File: config.mk
export PLATFORM = sky130hd
export DESIGN_NAME = acs_serial_channel
export DESIGN_NICKNAME = d
export VERILOG_FILES = /design/src/common/acs_pkg.sv /design/src/acs_serial_channel.sv
export SDC_FILE = /design/constraint.sdc
export NUM_CORES = 1
export LEC_CHECK = 0
export ABC_AREA = 1
export BUFFER_PORTS_ARGS = -buffer_cell sky130_fd_sc_hd__buf_2
export CAP_MARGIN = 20
export CORE_MARGIN = 3
export CORE_UTILIZATION = 52
export DETAILED_ROUTE_END_ITERATION = 7
export MAX_ROUTING_LAYER = met4
export PLACE_DENSITY = 0.85
export SYNTH_ARGS = -nofsm -noshare
export SYNTH_HDL_FRONTEND = slang
export SYNTH_SLANG_ARGS = --single-unit
export TNS_END_PERCENT = 20
File: constraint.sdc
create_clock -name clock -period 1.8 [get_ports clock]
set_input_delay 0.36 -clock clock [delete_from_list [all_inputs] [get_ports clock]]
set_output_delay 0.36 -clock clock [all_outputs]
set_load 0.05 [all_outputs]
File: src/common/acs_pkg.sv
`default_nettype none
package acs_pkg;
  // Bus geometry
  localparam int          ADDR_W        = 8;
  localparam int          DATA_W        = 32;
  localparam logic [1:0]  RESP_OKAY     = 2'h0;
  localparam logic [1:0]  RESP_SLVERR   = 2'h2;

  // Register byte offsets
  localparam logic [7:0]  OFF_CTRL      = 8'h00;
  localparam logic [7:0]  OFF_DATA      = 8'h04;
  localparam logic [7:0]  OFF_BAUD      = 8'h08;
  localparam logic [7:0]  OFF_STAT      = 8'h0C;

  // Control/status field positions
  localparam int          CTL_TX_EN     = 0;
  localparam int          CTL_TX_SEL    = 1;
  localparam int          CTL_LEN8      = 2;
  localparam int          CTL_PAR_EN    = 3;
  localparam int          CTL_PAR_EVEN  = 4;
  localparam int          CTL_RX_EN     = 5;
  localparam int          CTL_SEMA      = 6;
  localparam int          CTL_RX_ERR    = 7;
  localparam logic [7:0]  CTL_RST       = 8'h00;

  // Status register field positions
  localparam int          ST_TX_IRQ     = 0;
  localparam int          ST_RX_IRQ     = 1;
  localparam int          ST_HOLD_FULL  = 2;
  localparam int          ST_TX_BUSY    = 3;
  localparam int          ST_RX_BUSY    = 4;

  // Timing: baud tick divisor (tick period = divisor + 1 clocks), 16 ticks per bit
  localparam logic [15:0] BAUD_DIV_RST  = 16'h000C;
  localparam logic [3:0]  TICK_LAST     = 4'hF;
  localparam logic [3:0]  TICK_HALF     = 4'h7;
  localparam logic [3:0]  TX_BITS_7     = 4'hA;
  localparam logic [3:0]  TX_BITS_8     = 4'hB;
  localparam logic [3:0]  RX_BITS_7     = 4'h7;
  localparam logic [3:0]  RX_BITS_8     = 4'h8;

  typedef enum logic [2:0] {
    RX_IDLE  = 3'b000,
    RX_START = 3'b001,
    RX_DATA  = 3'b010,
    RX_PAR   = 3'b011,
    RX_STOP  = 3'b100
  } acs_rx_state_t;
endpackage
`default_nettype wire

File: src/acs_serial_channel.sv
// Operation
// - Transmit enable on runs transmitter, its interrupt and the out pin; reset clears it.
// - Clearing transmit enable clears interrupt select, stops transmitter, interrupt and pin drive.
// - Select 0: interrupt on data register empty; select 1: data and shifter empty.
// - Writing a new transmit character removes the pending transmit interrupt.
// - Length bit 0: 7 data bits, 10-bit transmit frame with parity or two stops.
// - Seven-bit mode drops bit 7 of a written character.
// - Seven-bit mode reads bit 7 of received data as zero.
// - Length bit 1: 8 data bits, 11-bit transmit frame with parity or two stops.
// - Receiver takes start, data, optional parity and one stop bit.
// - Parity enable turns parity on for both directions; reset clears it.
// - Polarity 0 means odd parity, 1 means even, over data plus parity.
// - Receive enable runs receiver; interrupt raised on each shifter-to-data transfer.
// - Reading received data removes the receive interrupt.
// - Input pin reaches the receiver only while receive enable is 1.
// - Receive enable 0 halts and clears receive logic; data bits 0-6 kept, bit 7 cleared.
// - Semaphore bit is plain read/write, no effect, cleared by reset.
// - Sticky error flag set by parity, framing or overrun error.
// - Parity error when received parity bit mismatches computed parity.
// - Framing error when stop bit is sampled low.
// - Overrun when a character transfers while previous one is unread.
// - Error flag cleared by reset or writing 1; writing 0 leaves it.
// - Reset clears length, polarity and receive enable bits.
// - Each bit period is sixteen baud ticks.
// - Start must stay low half a bit before assembly; bits sampled at centre.
// - One data address: writes load transmit register, reads return received data.
//
// Design decisions made here: the AXI4-Lite register port and the register offsets.
`default_nettype none
module acs_serial_channel (
  input  wire logic                         clock,
  input  wire logic                         rst,
  input  wire logic [acs_pkg::ADDR_W-1:0]   s_axi_awaddr,
  input  wire logic                         s_axi_awvalid,
  output logic                              s_axi_awready,
  input  wire logic [acs_pkg::DATA_W-1:0]   s_axi_wdata,
  input  wire logic [3:0]                   s_axi_wstrb,
  input  wire logic                         s_axi_wvalid,
  output logic                              s_axi_wready,
  output logic [1:0]                        s_axi_bresp,
  output logic                              s_axi_bvalid,
  input  wire logic                         s_axi_bready,
  input  wire logic [acs_pkg::ADDR_W-1:0]   s_axi_araddr,
  input  wire logic                         s_axi_arvalid,
  output logic                              s_axi_arready,
  output logic [acs_pkg::DATA_W-1:0]        s_axi_rdata,
  output logic [1:0]                        s_axi_rresp,
  output logic                              s_axi_rvalid,
  input  wire logic                         s_axi_rready,
  input  wire logic                         serialInPin,
  output logic                              serialOutPin,
  output logic                              serialOutPinEn,
  output logic                              serialTxInterrupt,
  output logic                              serialRxInterrupt
);
  // ---------------- Bus slave ----------------
  logic                        awHave_q;
  logic [acs_pkg::ADDR_W-1:0]  awAddr_q;
  logic                        wHave_q;
  logic [7:0]                  wData_q;
  logic [1:0]                  wStrb_q;
  logic                        awHave_d;
  logic                        wHave_d;
  logic                        doWrite;
  logic                        arTake;
  logic                        rvalid_d;
  logic                        wrCtrl;
  logic                        wrData;
  logic                        wrBaudLo;
  logic                        wrBaudHi;
  logic                        rdData;
  logic [acs_pkg::DATA_W-1:0]  readValue;
  logic                        readOk;
  logic [7:0]                  wByteHi_q;

  // Control/status state
  logic [6:0]  ctrl_q;
  logic        rxErr_q;
  logic [15:0] baudDiv_q;
  logic [15:0] baudCnt_q;
  logic        tick_q;

  // Transmitter state
  logic [7:0]  txHold_q;
  logic        txHoldFull_q;
  logic [10:0] txShift_q;
  logic        txBusy_q;
  logic [3:0]  txTick_q;
  logic [3:0]  txBitsLeft_q;
  logic        txLoad;
  logic        txParity;
  logic [10:0] txFrame;

  // Receiver state
  logic [2:0]             inSync_q;
  logic                   rxLine_q;
  logic                   rxSample;
  acs_pkg::acs_rx_state_t rxState_q;
  logic [3:0]             rxTick_q;
  logic [3:0]             rxBitCnt_q;
  logic [7:0]             rxShift_q;
  logic                   rxParErr_q;
  logic [7:0]             rxData_q;
  logic                   rxFull_q;
  logic                   rxXfer;
  logic                   rxFrameErr;
  logic                   rxOverrun;
  logic [7:0]             rxAssembled;

  logic txEn;
  logic txSel;
  logic len8;
  logic parEn;
  logic parEven;
  logic rxEn;

  assign txEn    = ctrl_q[acs_pkg::CTL_TX_EN];
  assign txSel   = ctrl_q[acs_pkg::CTL_TX_SEL];
  assign len8    = ctrl_q[acs_pkg::CTL_LEN8];
  assign parEn   = ctrl_q[acs_pkg::CTL_PAR_EN];
  assign parEven = ctrl_q[acs_pkg::CTL_PAR_EVEN];
  assign rxEn    = ctrl_q[acs_pkg::CTL_RX_EN];

  assign doWrite  = awHave_q && wHave_q && !s_axi_bvalid;
  assign awHave_d = doWrite ? 1'b0 : (awHave_q || (s_axi_awvalid && s_axi_awready));
  assign wHave_d  = doWrite ? 1'b0 : (wHave_q || (s_axi_wvalid && s_axi_wready));
  assign arTake   = s_axi_arvalid && s_axi_arready;
  assign rvalid_d = arTake || (s_axi_rvalid && !s_axi_rready);

  assign wrCtrl   = doWrite && (awAddr_q == acs_pkg::OFF_CTRL) && wStrb_q[0];
  assign wrData   = doWrite && (awAddr_q == acs_pkg::OFF_DATA) && wStrb_q[0];
  assign wrBaudLo = doWrite && (awAddr_q == acs_pkg::OFF_BAUD) && wStrb_q[0];
  assign wrBaudHi = doWrite && (awAddr_q == acs_pkg::OFF_BAUD) && wStrb_q[1];
  assign rdData   = arTake && (s_axi_araddr == acs_pkg::OFF_DATA);

  always_ff @(posedge clock) begin
    if (rst) begin
      awHave_q      <= 1'b0;
      wHave_q       <= 1'b0;
      awAddr_q      <= '0;
      wData_q       <= 8'h00;
      wByteHi_q     <= 8'h00;
      wStrb_q       <= 2'h0;
      s_axi_awready <= 1'b0;
      s_axi_wready  <= 1'b0;
      s_axi_bvalid  <= 1'b0;
      s_axi_bresp   <= acs_pkg::RESP_OKAY;
    end else begin
      awHave_q      <= awHave_d;
      wHave_q       <= wHave_d;
      s_axi_awready <= !awHave_d;
      s_axi_wready  <= !wHave_d;
      if (s_axi_awvalid && s_axi_awready) begin
        awAddr_q <= s_axi_awaddr;
      end
      if (s_axi_wvalid && s_axi_wready) begin
        wData_q   <= s_axi_wdata[7:0];
        wByteHi_q <= s_axi_wdata[15:8];
        wStrb_q   <= s_axi_wstrb[1:0];
      end
      if (doWrite) begin
        s_axi_bvalid <= 1'b1;
        s_axi_bresp  <= (awAddr_q == acs_pkg::OFF_CTRL || awAddr_q == acs_pkg::OFF_DATA ||
                         awAddr_q == acs_pkg::OFF_BAUD || awAddr_q == acs_pkg::OFF_STAT)
                        ? acs_pkg::RESP_OKAY : acs_pkg::RESP_SLVERR;
      end else if (s_axi_bready) begin
        s_axi_bvalid <= 1'b0;
      end
    end
  end

  always_comb begin
    readValue = '0;
    readOk    = 1'b1;
    case (s_axi_araddr)
      acs_pkg::OFF_CTRL: readValue[7:0]  = {rxErr_q, ctrl_q};
      acs_pkg::OFF_DATA: readValue[7:0]  = len8 ? rxData_q : {1'b0, rxData_q[6:0]};
      acs_pkg::OFF_BAUD: readValue[15:0] = baudDiv_q;
      acs_pkg::OFF_STAT: readValue[4:0]  = {rxState_q != acs_pkg::RX_IDLE, txBusy_q, txHoldFull_q,
                                            rxFull_q, serialTxInterrupt};
      default:           readOk          = 1'b0;
    endcase
  end

  always_ff @(posedge clock) begin
    if (rst) begin
      s_axi_arready <= 1'b0;
      s_axi_rvalid  <= 1'b0;
      s_axi_rdata   <= '0;
      s_axi_rresp   <= acs_pkg::RESP_OKAY;
    end else begin
      s_axi_arready <= !rvalid_d;
      s_axi_rvalid  <= rvalid_d;
      if (arTake) begin
        s_axi_rdata <= readValue;
        s_axi_rresp <= readOk ? acs_pkg::RESP_OKAY : acs_pkg::RESP_SLVERR;
      end
    end
  end

  // ---------------- Control register ----------------
  always_ff @(posedge clock) begin
    if (rst) begin
      ctrl_q <= acs_pkg::CTL_RST[6:0];
    end else if (wrCtrl) begin
      ctrl_q    <= wData_q[6:0];
      ctrl_q[acs_pkg::CTL_TX_SEL] <= wData_q[acs_pkg::CTL_TX_SEL] & wData_q[acs_pkg::CTL_TX_EN];
    end
  end

  // Set wins over a same-cycle write-one clear
  always_ff @(posedge clock) begin
    if (rst) begin
      rxErr_q <= 1'b0;
    end else if (rxXfer && (rxFrameErr || rxParErr_q || rxOverrun)) begin
      rxErr_q <= 1'b1;
    end else if (wrCtrl && wData_q[acs_pkg::CTL_RX_ERR]) begin
      rxErr_q <= 1'b0;
    end
  end

  // ---------------- Baud tick ----------------
  always_ff @(posedge clock) begin
    if (rst) begin
      baudDiv_q <= acs_pkg::BAUD_DIV_RST;
    end else begin
      if (wrBaudLo) begin
        baudDiv_q[7:0] <= wData_q;
      end
      if (wrBaudHi) begin
        baudDiv_q[15:8] <= wByteHi_q;
      end
    end
  end

  always_ff @(posedge clock) begin
    if (rst) begin
      baudCnt_q <= 16'h0000;
      tick_q    <= 1'b0;
    end else if (baudCnt_q >= baudDiv_q) begin
      baudCnt_q <= 16'h0000;
      tick_q    <= 1'b1;
    end else begin
      baudCnt_q <= baudCnt_q + 16'h0001;
      tick_q    <= 1'b0;
    end
  end

  // ---------------- Transmitter ----------------
  assign txParity = (len8 ? ^txHold_q : ^txHold_q[6:0]) ^ !parEven;
  always_comb begin
    txFrame = 11'h7FF;
    txFrame[0] = 1'b0;
    if (len8) begin
      txFrame[8:1] = txHold_q;
      txFrame[9]   = parEn ? txParity : 1'b1;
    end else begin
      txFrame[7:1] = txHold_q[6:0];
      txFrame[8]   = parEn ? txParity : 1'b1;
    end
  end
  assign txLoad = txEn && !txBusy_q && txHoldFull_q;

  always_ff @(posedge clock) begin
    if (rst) begin
      txHold_q     <= 8'h00;
      txHoldFull_q <= 1'b0;
    end else if (wrData) begin
      txHold_q     <= len8 ? wData_q : {1'b0, wData_q[6:0]};
      txHoldFull_q <= 1'b1;
    end else if (txLoad) begin
      txHoldFull_q <= 1'b0;
    end
  end

  always_ff @(posedge clock) begin
    if (rst || !txEn) begin
      txBusy_q     <= 1'b0;
      txShift_q    <= 11'h7FF;
      txTick_q     <= 4'h0;
      txBitsLeft_q <= 4'h0;
    end else if (txLoad) begin
      txBusy_q     <= 1'b1;
      txShift_q    <= txFrame;
      txTick_q     <= 4'h0;
      txBitsLeft_q <= len8 ? acs_pkg::TX_BITS_8 : acs_pkg::TX_BITS_7;
    end else if (txBusy_q && tick_q) begin
      txTick_q <= txTick_q + 4'h1;
      if (txTick_q == acs_pkg::TICK_LAST) begin
        txShift_q    <= {1'b1, txShift_q[10:1]};
        txBitsLeft_q <= txBitsLeft_q - 4'h1;
        if (txBitsLeft_q == 4'h1) begin
          txBusy_q <= 1'b0;
        end
      end
    end
  end

  always_ff @(posedge clock) begin
    if (rst) begin
      serialOutPin      <= 1'b1;
      serialOutPinEn    <= 1'b0;
      serialTxInterrupt <= 1'b0;
    end else begin
      serialOutPin      <= txBusy_q ? txShift_q[0] : 1'b1;
      serialOutPinEn    <= txEn;
      serialTxInterrupt <= txEn && !txHoldFull_q && !wrData &&
                           (!txSel || !txBusy_q);
    end
  end

  // ---------------- Receiver ----------------
  // Fourth stage filters: line moves only once stages two and three agree
  always_ff @(posedge clock) begin
    if (rst) begin
      inSync_q <= 3'h7;
      rxLine_q <= 1'b1;
    end else begin
      inSync_q <= {inSync_q[1:0], serialInPin};
      if (inSync_q[1] == inSync_q[2]) begin
        rxLine_q <= inSync_q[2];
      end
    end
  end
  assign rxSample = rxEn ? rxLine_q : 1'b1;

  assign rxAssembled = len8 ? rxShift_q : {1'b0, rxShift_q[7:1]};
  assign rxXfer      = (rxState_q == acs_pkg::RX_STOP) && tick_q && (rxTick_q == acs_pkg::TICK_LAST);
  assign rxFrameErr  = !rxSample;
  assign rxOverrun   = rxFull_q && !rdData;

  always_ff @(posedge clock) begin
    if (rst || !rxEn) begin
      rxState_q  <= acs_pkg::RX_IDLE;
      rxTick_q   <= 4'h0;
      rxBitCnt_q <= 4'h0;
      rxShift_q  <= 8'h00;
      rxParErr_q <= 1'b0;
    end else if (tick_q) begin
      rxTick_q <= rxTick_q + 4'h1;
      case (rxState_q)
        acs_pkg::RX_IDLE: begin
          rxTick_q   <= 4'h0;
          rxParErr_q <= 1'b0;
          rxBitCnt_q <= 4'h0;
          if (!rxSample) begin
            rxState_q <= acs_pkg::RX_START;
          end
        end
        acs_pkg::RX_START: begin
          if (rxSample) begin
            rxState_q <= acs_pkg::RX_IDLE;
          end else if (rxTick_q == acs_pkg::TICK_HALF) begin
            rxState_q <= acs_pkg::RX_DATA;
            rxTick_q  <= 4'h0;
          end
        end
        acs_pkg::RX_DATA: begin
          if (rxTick_q == acs_pkg::TICK_LAST) begin
            rxShift_q  <= {rxSample, rxShift_q[7:1]};
            rxBitCnt_q <= rxBitCnt_q + 4'h1;
            if (rxBitCnt_q == (len8 ? acs_pkg::RX_BITS_8 : acs_pkg::RX_BITS_7) - 4'h1) begin
              rxState_q <= parEn ? acs_pkg::RX_PAR : acs_pkg::RX_STOP;
            end
          end
        end
        acs_pkg::RX_PAR: begin
          if (rxTick_q == acs_pkg::TICK_LAST) begin
            rxParErr_q <= ((^rxAssembled) ^ rxSample) == parEven;
            rxState_q  <= acs_pkg::RX_STOP;
          end
        end
        acs_pkg::RX_STOP: begin
          if (rxTick_q == acs_pkg::TICK_LAST) begin
            rxState_q <= acs_pkg::RX_IDLE;
          end
        end
        default: begin
          rxState_q <= acs_pkg::RX_IDLE;
        end
      endcase
    end
  end

  // Set wins over a same-cycle read clear
  always_ff @(posedge clock) begin
    if (rst) begin
      rxData_q <= 8'h00;
      rxFull_q <= 1'b0;
    end else if (!rxEn) begin
      rxData_q[7] <= 1'b0;
      rxFull_q    <= 1'b0;
    end else if (rxXfer) begin
      rxData_q <= rxAssembled;
      rxFull_q <= 1'b1;
    end else if (rdData) begin
      rxFull_q <= 1'b0;
    end
  end
  assign serialRxInterrupt = rxFull_q;
endmodule
`default_nettype wire

==> impl_metrics.py, run 1 <==
metrics = {
    "outcome": {
        "status": "finished clean",
    },
    "timing": {
        "slew_violations": 0,
        "setup_viol": 0,
        "period_share_pct": 99.3,
        "fin_ws_ns": 0.0118,
        "setup_tns_ns": 0,
        "max_freq_mhz": 559,
        "skew_ns": 0.0122,
        "post-route-min-period_ns": 1.79,
        "fin_hold_ws_ns": 0.133,
        "rsz0062_at_grt": "yes",
        "finalHoldViolations": 0,
    },
    "logic_synthesis": {
        "yosysWarnings": 0,
        "ys.flop_type": "dfxtp_1",
        "yosys.area.top_type": "dfxtp_1",
        "postSynth.asyncResetShare_pct": 0,
        "yosys.cell_types.count": 41,
        "ys_ff_latch": 156,
        "synth_edf_count": 0,
        "yosysMostFrequentCell": "nand2_1",
        "synth_area_mm2": 0.00715,
        "seq_area_frac_synth_pct": 43.7,
        "synth_area_leaders": "dfxtp_1, nand2_1, o21ai_0, a21oi_1, inv_1",
        "yosys-top-cells-count": "nand2_1, dfxtp_1, inv_1",
        "synthCells": 968,
        "synth_top_area_share_pct": 43.7,
        "syn_avg_cell_area_um2": 7.39,
    },
    "floorplan": {
        "die_area_mm2": 0.0152,
        "start_util_pct": 53.6,
        "core-area_mm2": 0.0133,
        "die_x_um": 123,
        "io_pins": 105,
        "rows": 42,
        "die_h_um": 123,
    },
    "pwr": {
        "p_per_area_mw_per_mm2": 909,
        "p_comb_share_pct": 5.8,
        "p_clk_share_pct": 48.1,
        "p_int_w": 0.00600,
        "ir_drop_v": 0.000731,
        "switching_share_pct": 22.4,
        "p_seq_share_pct": 46.2,
        "cellLeakagePower_nw": 3.59,
        "p_sw_w": 0.00173,
    },
    "detailed_routing": {
        "post-route-drc-count": 0,
        "avgViaCountPerCell": 5.40,
        "firstDrtPassIters": 5,
        "first_iter_violations": 683,
        "wl_mm": 18.0,
        "vias": 6702,
        "wire_per_inst_um": 14.5,
        "ant_nets": 0,
    },
    "layout": {
        "area_growth_syn_to_layout_pct": 19.0,
        "nNetsFinal": 1137,
        "layout-drive-gt1-share_pct": 17.5,
        "instances_no_fill": 1242,
        "antenna_cells": 0,
    },
    "critical_path": {
        "critPathBufInv": 2,
        "end_kind": "register",
        "critPathTopFamily": "compound AO/OA/AOI/OAI gates",
        "path_common_cell": "a21oi_2",
        "crit_chain": "inv_1 > ha_1 > a21oi_2 > o21ai_2 > a21oi_2 > nand4_1 > buf_6 > a21oi_1",
        "cp.arrival_ns": 2.15,
        "crit_path_max_incr_delay_ns": 0.35,
        "path_max_fanout": 8,
        "crit_type": "register to register",
        "cp.required_ns": 2.16,
        "start_kind": "register",
        "slowest_stage": "dfxtp_1",
    },
    "grt": {
        "grt_pass1_wl_mm": 28.1,
        "grt_max_degree": 48,
        "antenna_found_initial": 0,
        "grt.overflow.total": 0,
        "grt.total_usage_pct": 23.9,
        "grt_pass1_vias": 6156,
    },
    "clock_tree": {
        "cts_root_buffer": "clkbuf_16",
        "cts.sinks": 156,
        "clk_pin_slew_ns": 0.06,
        "clk_path_buf_depth": 2,
        "cts_tree": "built",
        "numCtsBuffers": 17,
        "clk_latency_ns": 0.43,
        "ctsHoldBuffers": 0,
        "htree_num_levels": 4,
    },
    "placed_design": {
        "place_ws_ns": 0.0202,
        "dp_cells": 1209,
        "gp_congestion": 0.884,
        "hpwl_mm": 12.0,
        "io_buffers": 68,
    },
    "min_path": {
        "hold_class": "input pin to register",
    },
    "job": {
        "drv_cap": 0,
    },
}
per-layer routing:
layer,share of wire [%],routed length [um],GRT usage (%),vias up
met1,42,7640,29.7,3070
li1,-,-,-,3291
met2,47,8420,37.5,293
met4,2.0,367,8.79,0
met5,0,0,-,-
met3,8.6,1550,6.22,48
metrics by stage:
step / utilization [%] / instance area, um^2 / power, W
6_report: 63.7 / 8510 / 0.00774
5_1_grt: 63.7 / 8510 / 0.00796
4_1_cts: 62.6 / 8350 / 0.00773
3_5_place_dp: 57.9 / 7730 / 0.00407
3_3_place_gp: 57.9 / 7730 / 0.00406
2_1_floorplan: - / 7210 / 0.00397
state kept, by name, summed over array words and instances (netlist names), 7 cells and up:
name	flops
baudCnt_q	16
wData_q	8
txShift_q	10
awAddr_q	8
ctrl_q	7
baudDiv_q	16
wByteHi_q	8
rxData_q	8
s_axi_rdata	16
rxShift_q	8
txHold_q	8
logic make-up after synthesis:
| logic type | synth area share [%] |
|---|---|
| buffers and inverters | 10.3 |
| xor gates and xnor gates | 1.96 |
| adders and majority gates | 3.85 |
| AOI/OAI and AO/OA | 17.1 |
| other | 0.0524 |
| muxes | 0.140 |
| and+or+nand+nor | 22.9 |
| DFF | 43.7 |
what timing repair did:
action,4_1_cts,5_1_grt
pin swaps,0,7
gates resized for setup,3,31
buffers inserted,0,3
setup endpoints to repair,17,24
cell usage in the layout, fill, tap and decap left out, types with 5 or more instances in the layout:
master and instances:
nor2_1 93, dfxtp_1 151, inv_1 110, buf_4 30
nor2_2 8, ha_1 18, o21ai_1 5, clkbuf_16 17
clkbuf_8 5, nand3_2 6, buf_2 68, nand2_1 187
inv_2 6, nand4_1 6, o211ai_1 14, conb_1 18
nand3_1 38, xor2_1 14, o22ai_1 5, o21ai_0 97
nor3_1 11, a21oi_1 93, dfxtp_2 5, a21oi_2 6
nor3_4 6
final cells by class:
| cell class | instances | area (um^2) |
|---|---|---|
| Timing Repair Buffer | 102 | 628 |
| Fill cell | 1089 | 4840 |
| Clock inverter | 6 | 109 |
| Clock buffer | 24 | 502 |
| Inverter | 116 | 435 |
| Sequential cell | 156 | 3130 |
| Multi-Input combinational cell | 662 | 3480 |
| Tap cell | 176 | 220 |
power by group through the flow:
stage          clock (W)  combinational [W]  sequential [W]
6_report         0.00372           0.000447         0.00357
5_1_grt          0.00389           0.000493         0.00358
4_1_cts          0.00372           0.000436         0.00357
3_5_place_dp           0           0.000430         0.00364
3_3_place_gp           0           0.000423         0.00364
2_1_floorplan          0           0.000305         0.00366
worst paths after layout:
check	cells past startpoint	endpoint	startpoint	slack (ns)
worst min-delay path	2	inSync_q[0]$_SDFF_PP1_	serialInPin	0.13
worst max register to register	8	baudCnt_q[4]$_SDFF_PP0_	baudDiv_q[9]$_SDFFE_PP0P_	0.01
worst min register to register	1	inSync_q[1]$_SDFF_PP1_	inSync_q[0]$_SDFF_PP1_	0.45
worst max-delay path	8	baudCnt_q[4]$_SDFF_PP0_	baudDiv_q[9]$_SDFFE_PP0P_	0.01
worst reg2reg max path: stages (launching register included):
cell	delay, ns
dfxtp_1	0.35
inv_1	0.07
ha_1	0.33
a21oi_2	0.17
o21ai_2	0.09
a21oi_2	0.21
nand4_1	0.18
buf_6	0.19
a21oi_1	0.13
Power figures use the tool's default switching activity.
==> run 2, diff against run 1 <==
--- a/config.mk
+++ b/config.mk
@@ -9,11 +9,11 @@
 export BUFFER_PORTS_ARGS = -buffer_cell sky130_fd_sc_hd__buf_2
 export CAP_MARGIN = 20
 export CORE_MARGIN = 3
-export CORE_UTILIZATION = 52
+export CORE_UTILIZATION = 57
+export CTS_BUF_LIST = sky130_fd_sc_hd__clkbuf_16
 export DETAILED_ROUTE_END_ITERATION = 7
 export MAX_ROUTING_LAYER = met4
-export PLACE_DENSITY = 0.85
+export PLACE_DENSITY = 0.88
 export SYNTH_ARGS = -nofsm -noshare
 export SYNTH_HDL_FRONTEND = slang
 export SYNTH_SLANG_ARGS = --single-unit
-export TNS_END_PERCENT = 20
==> constraint.sdc (replaced) <==
create_clock -name clock -period 1.9 [get_ports clock]
set_input_delay 0.38 -clock clock [delete_from_list [all_inputs] [get_ports clock]]
set_output_delay 0.38 -clock clock [all_outputs]
set_load 0.05 [all_outputs]
==> run 2 against run 1 <==
Effect of this change: die area shrank 8.4%; setup slack improved by 0.087 ns; clock skew down 0.0058 ns; wire length is 9.2% lower; global-route usage grew 0.51 points; first-iteration DRC count fell by 23%; non-clock buffer count down 13; clock power is 8.1% lower; count of clock-buffer cells in the layout fell by 7; highest routed layer unchanged.
==> impl_metrics.py, run 2 (synthesized netlist as in run 1, its figures left out) <==
metrics = {
    "critical_path": {
        "cp.arrival_ns": 2.15,
        "start_kind": "register",
        "cp.required_ns": 2.25,
        "end_kind": "register",
        "path_max_fanout": 16,
        "crit_type": "register to register",
    },
    "timing": {
        "max_freq_mhz": 555,
        "slew_violations": 0,
        "period_share_pct": 94.8,
        "tightestPinTransition_ns": 0.529,
        "skew_ns": 0.00643,
        "setup_viol": 0,
        "setup_tns_ns": 0,
        "finalHoldViolations": 0,
        "post-route-min-period_ns": 1.80,
        "relSlewSlack_pct": 64.6,
    },
    "placed_design": {
        "dp_cells": 1191,
        "post_dp_cell_area_mm2": 0.00764,
        "io_buffers": 68,
        "gp_congestion": 0.920,
        "hpwl_mm": 11.6,
    },
    "floorplan": {
        "rows": 40,
        "core-area_mm2": 0.0122,
        "die_x_um": 118,
        "io_pins": 105,
        "die_h_um": 118,
        "die_area_mm2": 0.0139,
        "start_util_pct": 58.8,
    },
    "layout": {
        "layout_commonest_cell": "nand2_1",
        "nNetsFinal": 1124,
        "seq_area_mm2": 0.00312,
        "area_growth_syn_to_layout_pct": 15.6,
        "final_core_util_pct": 67.9,
        "layout-drive-gt1-share_pct": 14.7,
        "largestRegisters": "baudCnt_q x16, baudDiv_q x16, s_axi_rdata x16",
        "multi_input_area_mm2": 0.00337,
        "fin_area_mm2": 0.00826,
        "instances_no_fill": 1223,
        "fillers": 970,
        "antenna_cells": 0,
        "final_cell_mix": "nand2_1, dfxtp_1, inv_1",
    },
    "grt": {
        "antenna_found_initial": 0,
        "grt_pass1_wl_mm": 27.2,
        "grt.overflow.total": 0,
        "grt_max_degree": 55,
        "grt.total_usage_pct": 24.4,
        "grt_pass1_vias": 6033,
    },
    "detailed_routing": {
        "vias": 6474,
        "avgViaCountPerCell": 5.29,
        "wire_per_inst_um": 13.3,
        "firstDrtPassIters": 7,
        "ant_nets": 0,
        "post-route-drc-count": 0,
        "first_iter_violations": 527,
        "wl_mm": 16.3,
    },
    "clock_tree": {
        "clk_latency_ns": 0.43,
        "clk_pin_slew_ns": 0.06,
        "cts.sinks": 156,
        "cts_root_buffer": "clkbuf_16",
        "numCtsBuffers": 17,
        "htree_num_levels": 4,
        "clk_path_buf_depth": 2,
        "cts_tree": "built",
        "post_cts_buffers": 0,
    },
    "pwr": {
        "cellLeakagePower_nw": 3.47,
        "p_per_area_mw_per_mm2": 873,
        "ir_drop_v": 0.000667,
    },
    "job": {
        "drv_cap": 0,
    },
    "outcome": {
        "status": "finished clean",
    },
    "min_path": {
        "hold_class": "input pin to register",
    },
}
-- run 2: changes by cell type in the layout (fill, tap and decap cells not counted), moves of 4 or more --
cell and delta:
dfxtp_2 -5, clkbuf_8 -5, o21ai_0 +4, dfxtp_1 +5
ha_4 -4, a21oi_2 -4, a21oi_1 +4, buf_4 -12
ha_1 +4
-- run 2: final timing paths --
kind | start | end | slack, ns | cells past startpoint
max | baudDiv_q[15]$_SDFFE_PP0P_ | baudCnt_q[2]$_SDFF_PP0_ | 0.1 | 10
min | serialInPin | inSync_q[0]$_SDFF_PP1_ | 0.14 | 2
max reg2reg | baudDiv_q[15]$_SDFFE_PP0P_ | baudCnt_q[2]$_SDFF_PP0_ | 0.1 | 10
min reg2reg | inSync_q[0]$_SDFF_PP1_ | inSync_q[1]$_SDFF_PP1_ | 0.41 | 1
-- run 2: area by class of cell --
class | instances | area share [%]
Clock buffer | 17 | 5.15
Clock inverter | 15 | 2.07
Inverter | 116 | 5.27
Multi-Input combinational cell | 662 | 40.8
Sequential cell | 156 | 37.8
Tap cell | 168 | 2.54
Timing Repair Buffer | 89 | 6.37
-- run 2: where the power goes --
part | switching (W) | leakage, nW | internal, W
logic | 0.000293 | 1.92 | 0.000122
registers | 0.0000464 | 1.26 | 0.00333
clock network | 0.00136 | 0.287 | 0.00206
-- run 2: metrics by stage --
step | power, W | setup slack (ns) | hold slack, ns
floorplan | 0.00376 | 0.218 | 0.389
global placement | 0.00385 | 0.201 | 0.396
detailed placement | 0.00386 | 0.168 | 0.399
CTS | 0.00725 | 0.111 | 0.135
global route | 0.00745 | -0.00659 | 0.132
finish | 0.00722 | 0.0989 | 0.145
-- run 2: routing by layer --
metal,GRT usage [%],vias up,routed length [um],part of all wire (%)
li1,-,3276,-,-
met1,29.4,2962,7320,45
met2,39.3,201,7680,47
met3,5.77,35,956,5.9
met4,10.3,0,371,2.3
met5,-,-,0,0
-- run 2: what timing repair did --
item,4_1_cts,5_1_grt
resized for setup,0,5
hold buffers,0,0
setup endpoints to repair,0,18
-- run 2: critical path, stage by stage, from the launching register on --
cell and delay [ns]:
dfxtp_1 0.33, inv_1 0.07, ha_1 0.31, nand2_1 0.10, inv_1 0.05, nand3_1 0.11, inv_1 0.09, a21oi_2 0.20
nand4_1 0.17, buf_12 0.19, nor3_1 0.11
==> run 3, diff against run 2 <==
--- a/config.mk
+++ b/config.mk
@@ -14,6 +14,7 @@
 export DETAILED_ROUTE_END_ITERATION = 7
 export MAX_ROUTING_LAYER = met4
 export PLACE_DENSITY = 0.88
+export SETUP_SLACK_MARGIN = 0.2
 export SYNTH_ARGS = -nofsm -noshare
 export SYNTH_HDL_FRONTEND = slang
 export SYNTH_SLANG_ARGS = --single-unit
==> run 3 against run 2 <==
Effect of this change: the flow now finishes with violations (setup timing); count of clock-buffer cells in the layout is the same; total power grew 1.5%; flip-flop and latch count is the same; final cell count grew 1.5%; final area grew 6.5%; via count grew 10%; critical path depth grew 2; fmax shrank 6.9%; non-clock buffer count grew 18; clock power grew 2%; sequential power is essentially flat; critical endpoint is now baudCnt_q[10]$_SDFF_PP0_; highest routed layer unchanged.
==> impl_metrics.py, run 3 (synthesized netlist as in run 1, its figures left out) <==
metrics = {
    "timing": {
        "period_share_pct": 102,
        "post-route-min-period_ns": 1.93,
        "fin_hold_ws_ns": 0.144,
        "finalHoldViolations": 0,
        "tightestPinTransition_ns": 0.637,
        "relSlewSlack_pct": 57.4,
        "slew_violations": 0,
        "fin_ws_ns": -0.0340,
        "rsz0062_at_grt": "yes",
        "max_freq_mhz": 517,
        "setup_viol": 1,
        "skew_ns": 0.0102,
    },
    "detailed_routing": {
        "ant_nets": 0,
        "vias": 7142,
        "post-route-drc-count": 0,
        "firstDrtPassIters": 6,
        "avgViaCountPerCell": 5.76,
        "first_iter_violations": 881,
        "wl_mm": 20.5,
        "wire_per_inst_um": 16.5,
    },
    "layout": {
        "largestRegisters": "baudCnt_q x16, baudDiv_q x16, s_axi_rdata x16",
        "antenna_cells": 0,
        "final_cell_mix": "nand2_1, dfxtp_1, inv_1",
        "nNetsFinal": 1142,
        "layout-drive-gt1-share_pct": 23.3,
        "area_growth_syn_to_layout_pct": 23.1,
        "layout_commonest_cell": "nand2_1",
        "instances_no_fill": 1241,
    },
    "floorplan": {
        "core-area_mm2": 0.0122,
        "die_x_um": 118,
        "start_util_pct": 58.8,
        "die_h_um": 118,
        "io_pins": 105,
        "die_area_mm2": 0.0139,
        "rows": 40,
    },
    "min_path": {
        "hold_class": "input pin to register",
    },
    "critical_path": {
        "crit_type": "register to register",
        "end_kind": "register",
        "cp.required_ns": 2.25,
        "start_kind": "register",
        "cp.arrival_ns": 2.29,
        "regToRegSetupSlack_ns": -0.03,
        "path_max_fanout": 8,
    },
    "placed_design": {
        "dp_cells": 1191,
        "io_buffers": 68,
        "gp_congestion": 0.920,
        "hpwl_mm": 11.6,
    },
    "pwr": {
        "p_per_area_mw_per_mm2": 833,
        "cellLeakagePower_nw": 3.64,
        "ir_drop_v": 0.000568,
        "power_w": 0.00733,
    },
    "clock_tree": {
        "cts_root_buffer": "clkbuf_16",
        "clk_path_buf_depth": 2,
        "clk_latency_ns": 0.43,
        "cts.sinks": 156,
        "htree_num_levels": 4,
        "numCtsBuffers": 17,
        "cts_tree": "built",
        "clk_pin_slew_ns": 0.07,
        "ctsHoldBuffers": 0,
    },
    "grt": {
        "grt.overflow.total": 0,
        "grt.total_usage_pct": 27.1,
        "grt_pass1_wl_mm": 29.9,
        "antenna_found_initial": 0,
        "grt_max_degree": 55,
        "grt_pass1_vias": 6380,
    },
    "outcome": {
        "status": "finished with violations",
        "failed_checks": "setup timing",
    },
    "job": {
        "drv_cap": 0,
    },
}
==> run 3: changes by cell type in the layout (fill, tap and decap cells not counted), moves of 9 or more <==
cell / change
nand2_1: -9
ha_1: -11
o21ai_1: +9
dfxtp_1: -18
ha_4: +11
nor2_1: -12
dfxtp_2: +15
a21oi_1: -9
buf_4: +17
o21ai_0: -13
==> run 3: metrics by stage <==
| step | setup slack, ns | instance area [um^2] | TNS [ns] | util [%] |
|---|---|---|---|---|
| global route | -0.0572 | 8800 | -0.0753 | 72.4 |
| finish | -0.0340 | 8800 | -0.0340 | 72.4 |
| global placement | 0.201 | 7640 | 0 | 62.9 |
| detailed placement | 0.168 | 7640 | 0 | 62.9 |
| CTS | 0.167 | 8480 | 0 | 69.8 |
| floorplan | 0.218 | 7210 | 0 | - |
==> run 3: what timing repair did <==
action	CTS	global route
gates resized for setup	39	77
cloned	1	0
endpoints found under the setup margin	21	47
buffers inserted	7	10
pin swaps	11	21
==> run 3: worst paths after layout <==
kind / cells past startpoint / to / startpoint
max reg2reg: 12 / baudCnt_q[10]$_SDFF_PP0_ / baudCnt_q[0]$_SDFF_PP0_
min reg2reg: 1 / inSync_q[1]$_SDFF_PP1_ / inSync_q[0]$_SDFF_PP1_
max: 12 / baudCnt_q[10]$_SDFF_PP0_ / baudCnt_q[0]$_SDFF_PP0_
min: 2 / inSync_q[0]$_SDFF_PP1_ / serialInPin
==> run 3: where the power goes <==
group | leakage (nW) | switching, W | internal, W
sequential | 1.27 | 0.0000543 | 0.00333
combinational | 2.08 | 0.000319 | 0.000138
clock | 0.287 | 0.00142 | 0.00206
==> run 3: worst max-delay path, cell delays in order (launching register included) <==
cell	delay, ns
dfxtp_4	0.37
inv_1	0.07
ha_1	0.15
inv_1	0.05
a21oi_1	0.17
o21ai_1	0.08
nand2_1	0.08
o211ai_1	0.12
nand2_2	0.10
nand4_1	0.15
buf_4	0.20
clkbuf_16	0.16
nor2_2	0.16
==> run 3: final cells by class <==
cell class / count / area [um^2]
clock buffers: 17 / 425
clock inverters: 15 / 171
fillers: 835 / 3360
inverters: 116 / 435
multi-input cells: 662 / 3720
flip-flops and latches: 156 / 3150
well taps: 168 / 210
repair buffers: 107 / 688
==> run 3: routing by layer <==
layer | vias to the layer above | track usage [%] | share of wire, %
li1 | 3323 | - | -
met1 | 3276 | 32.3 | 39
met2 | 428 | 43.1 | 46
met3 | 115 | 5.24 | 8.7
met4 | 0 | 15.3 | 6.0
met5 | - | - | 0
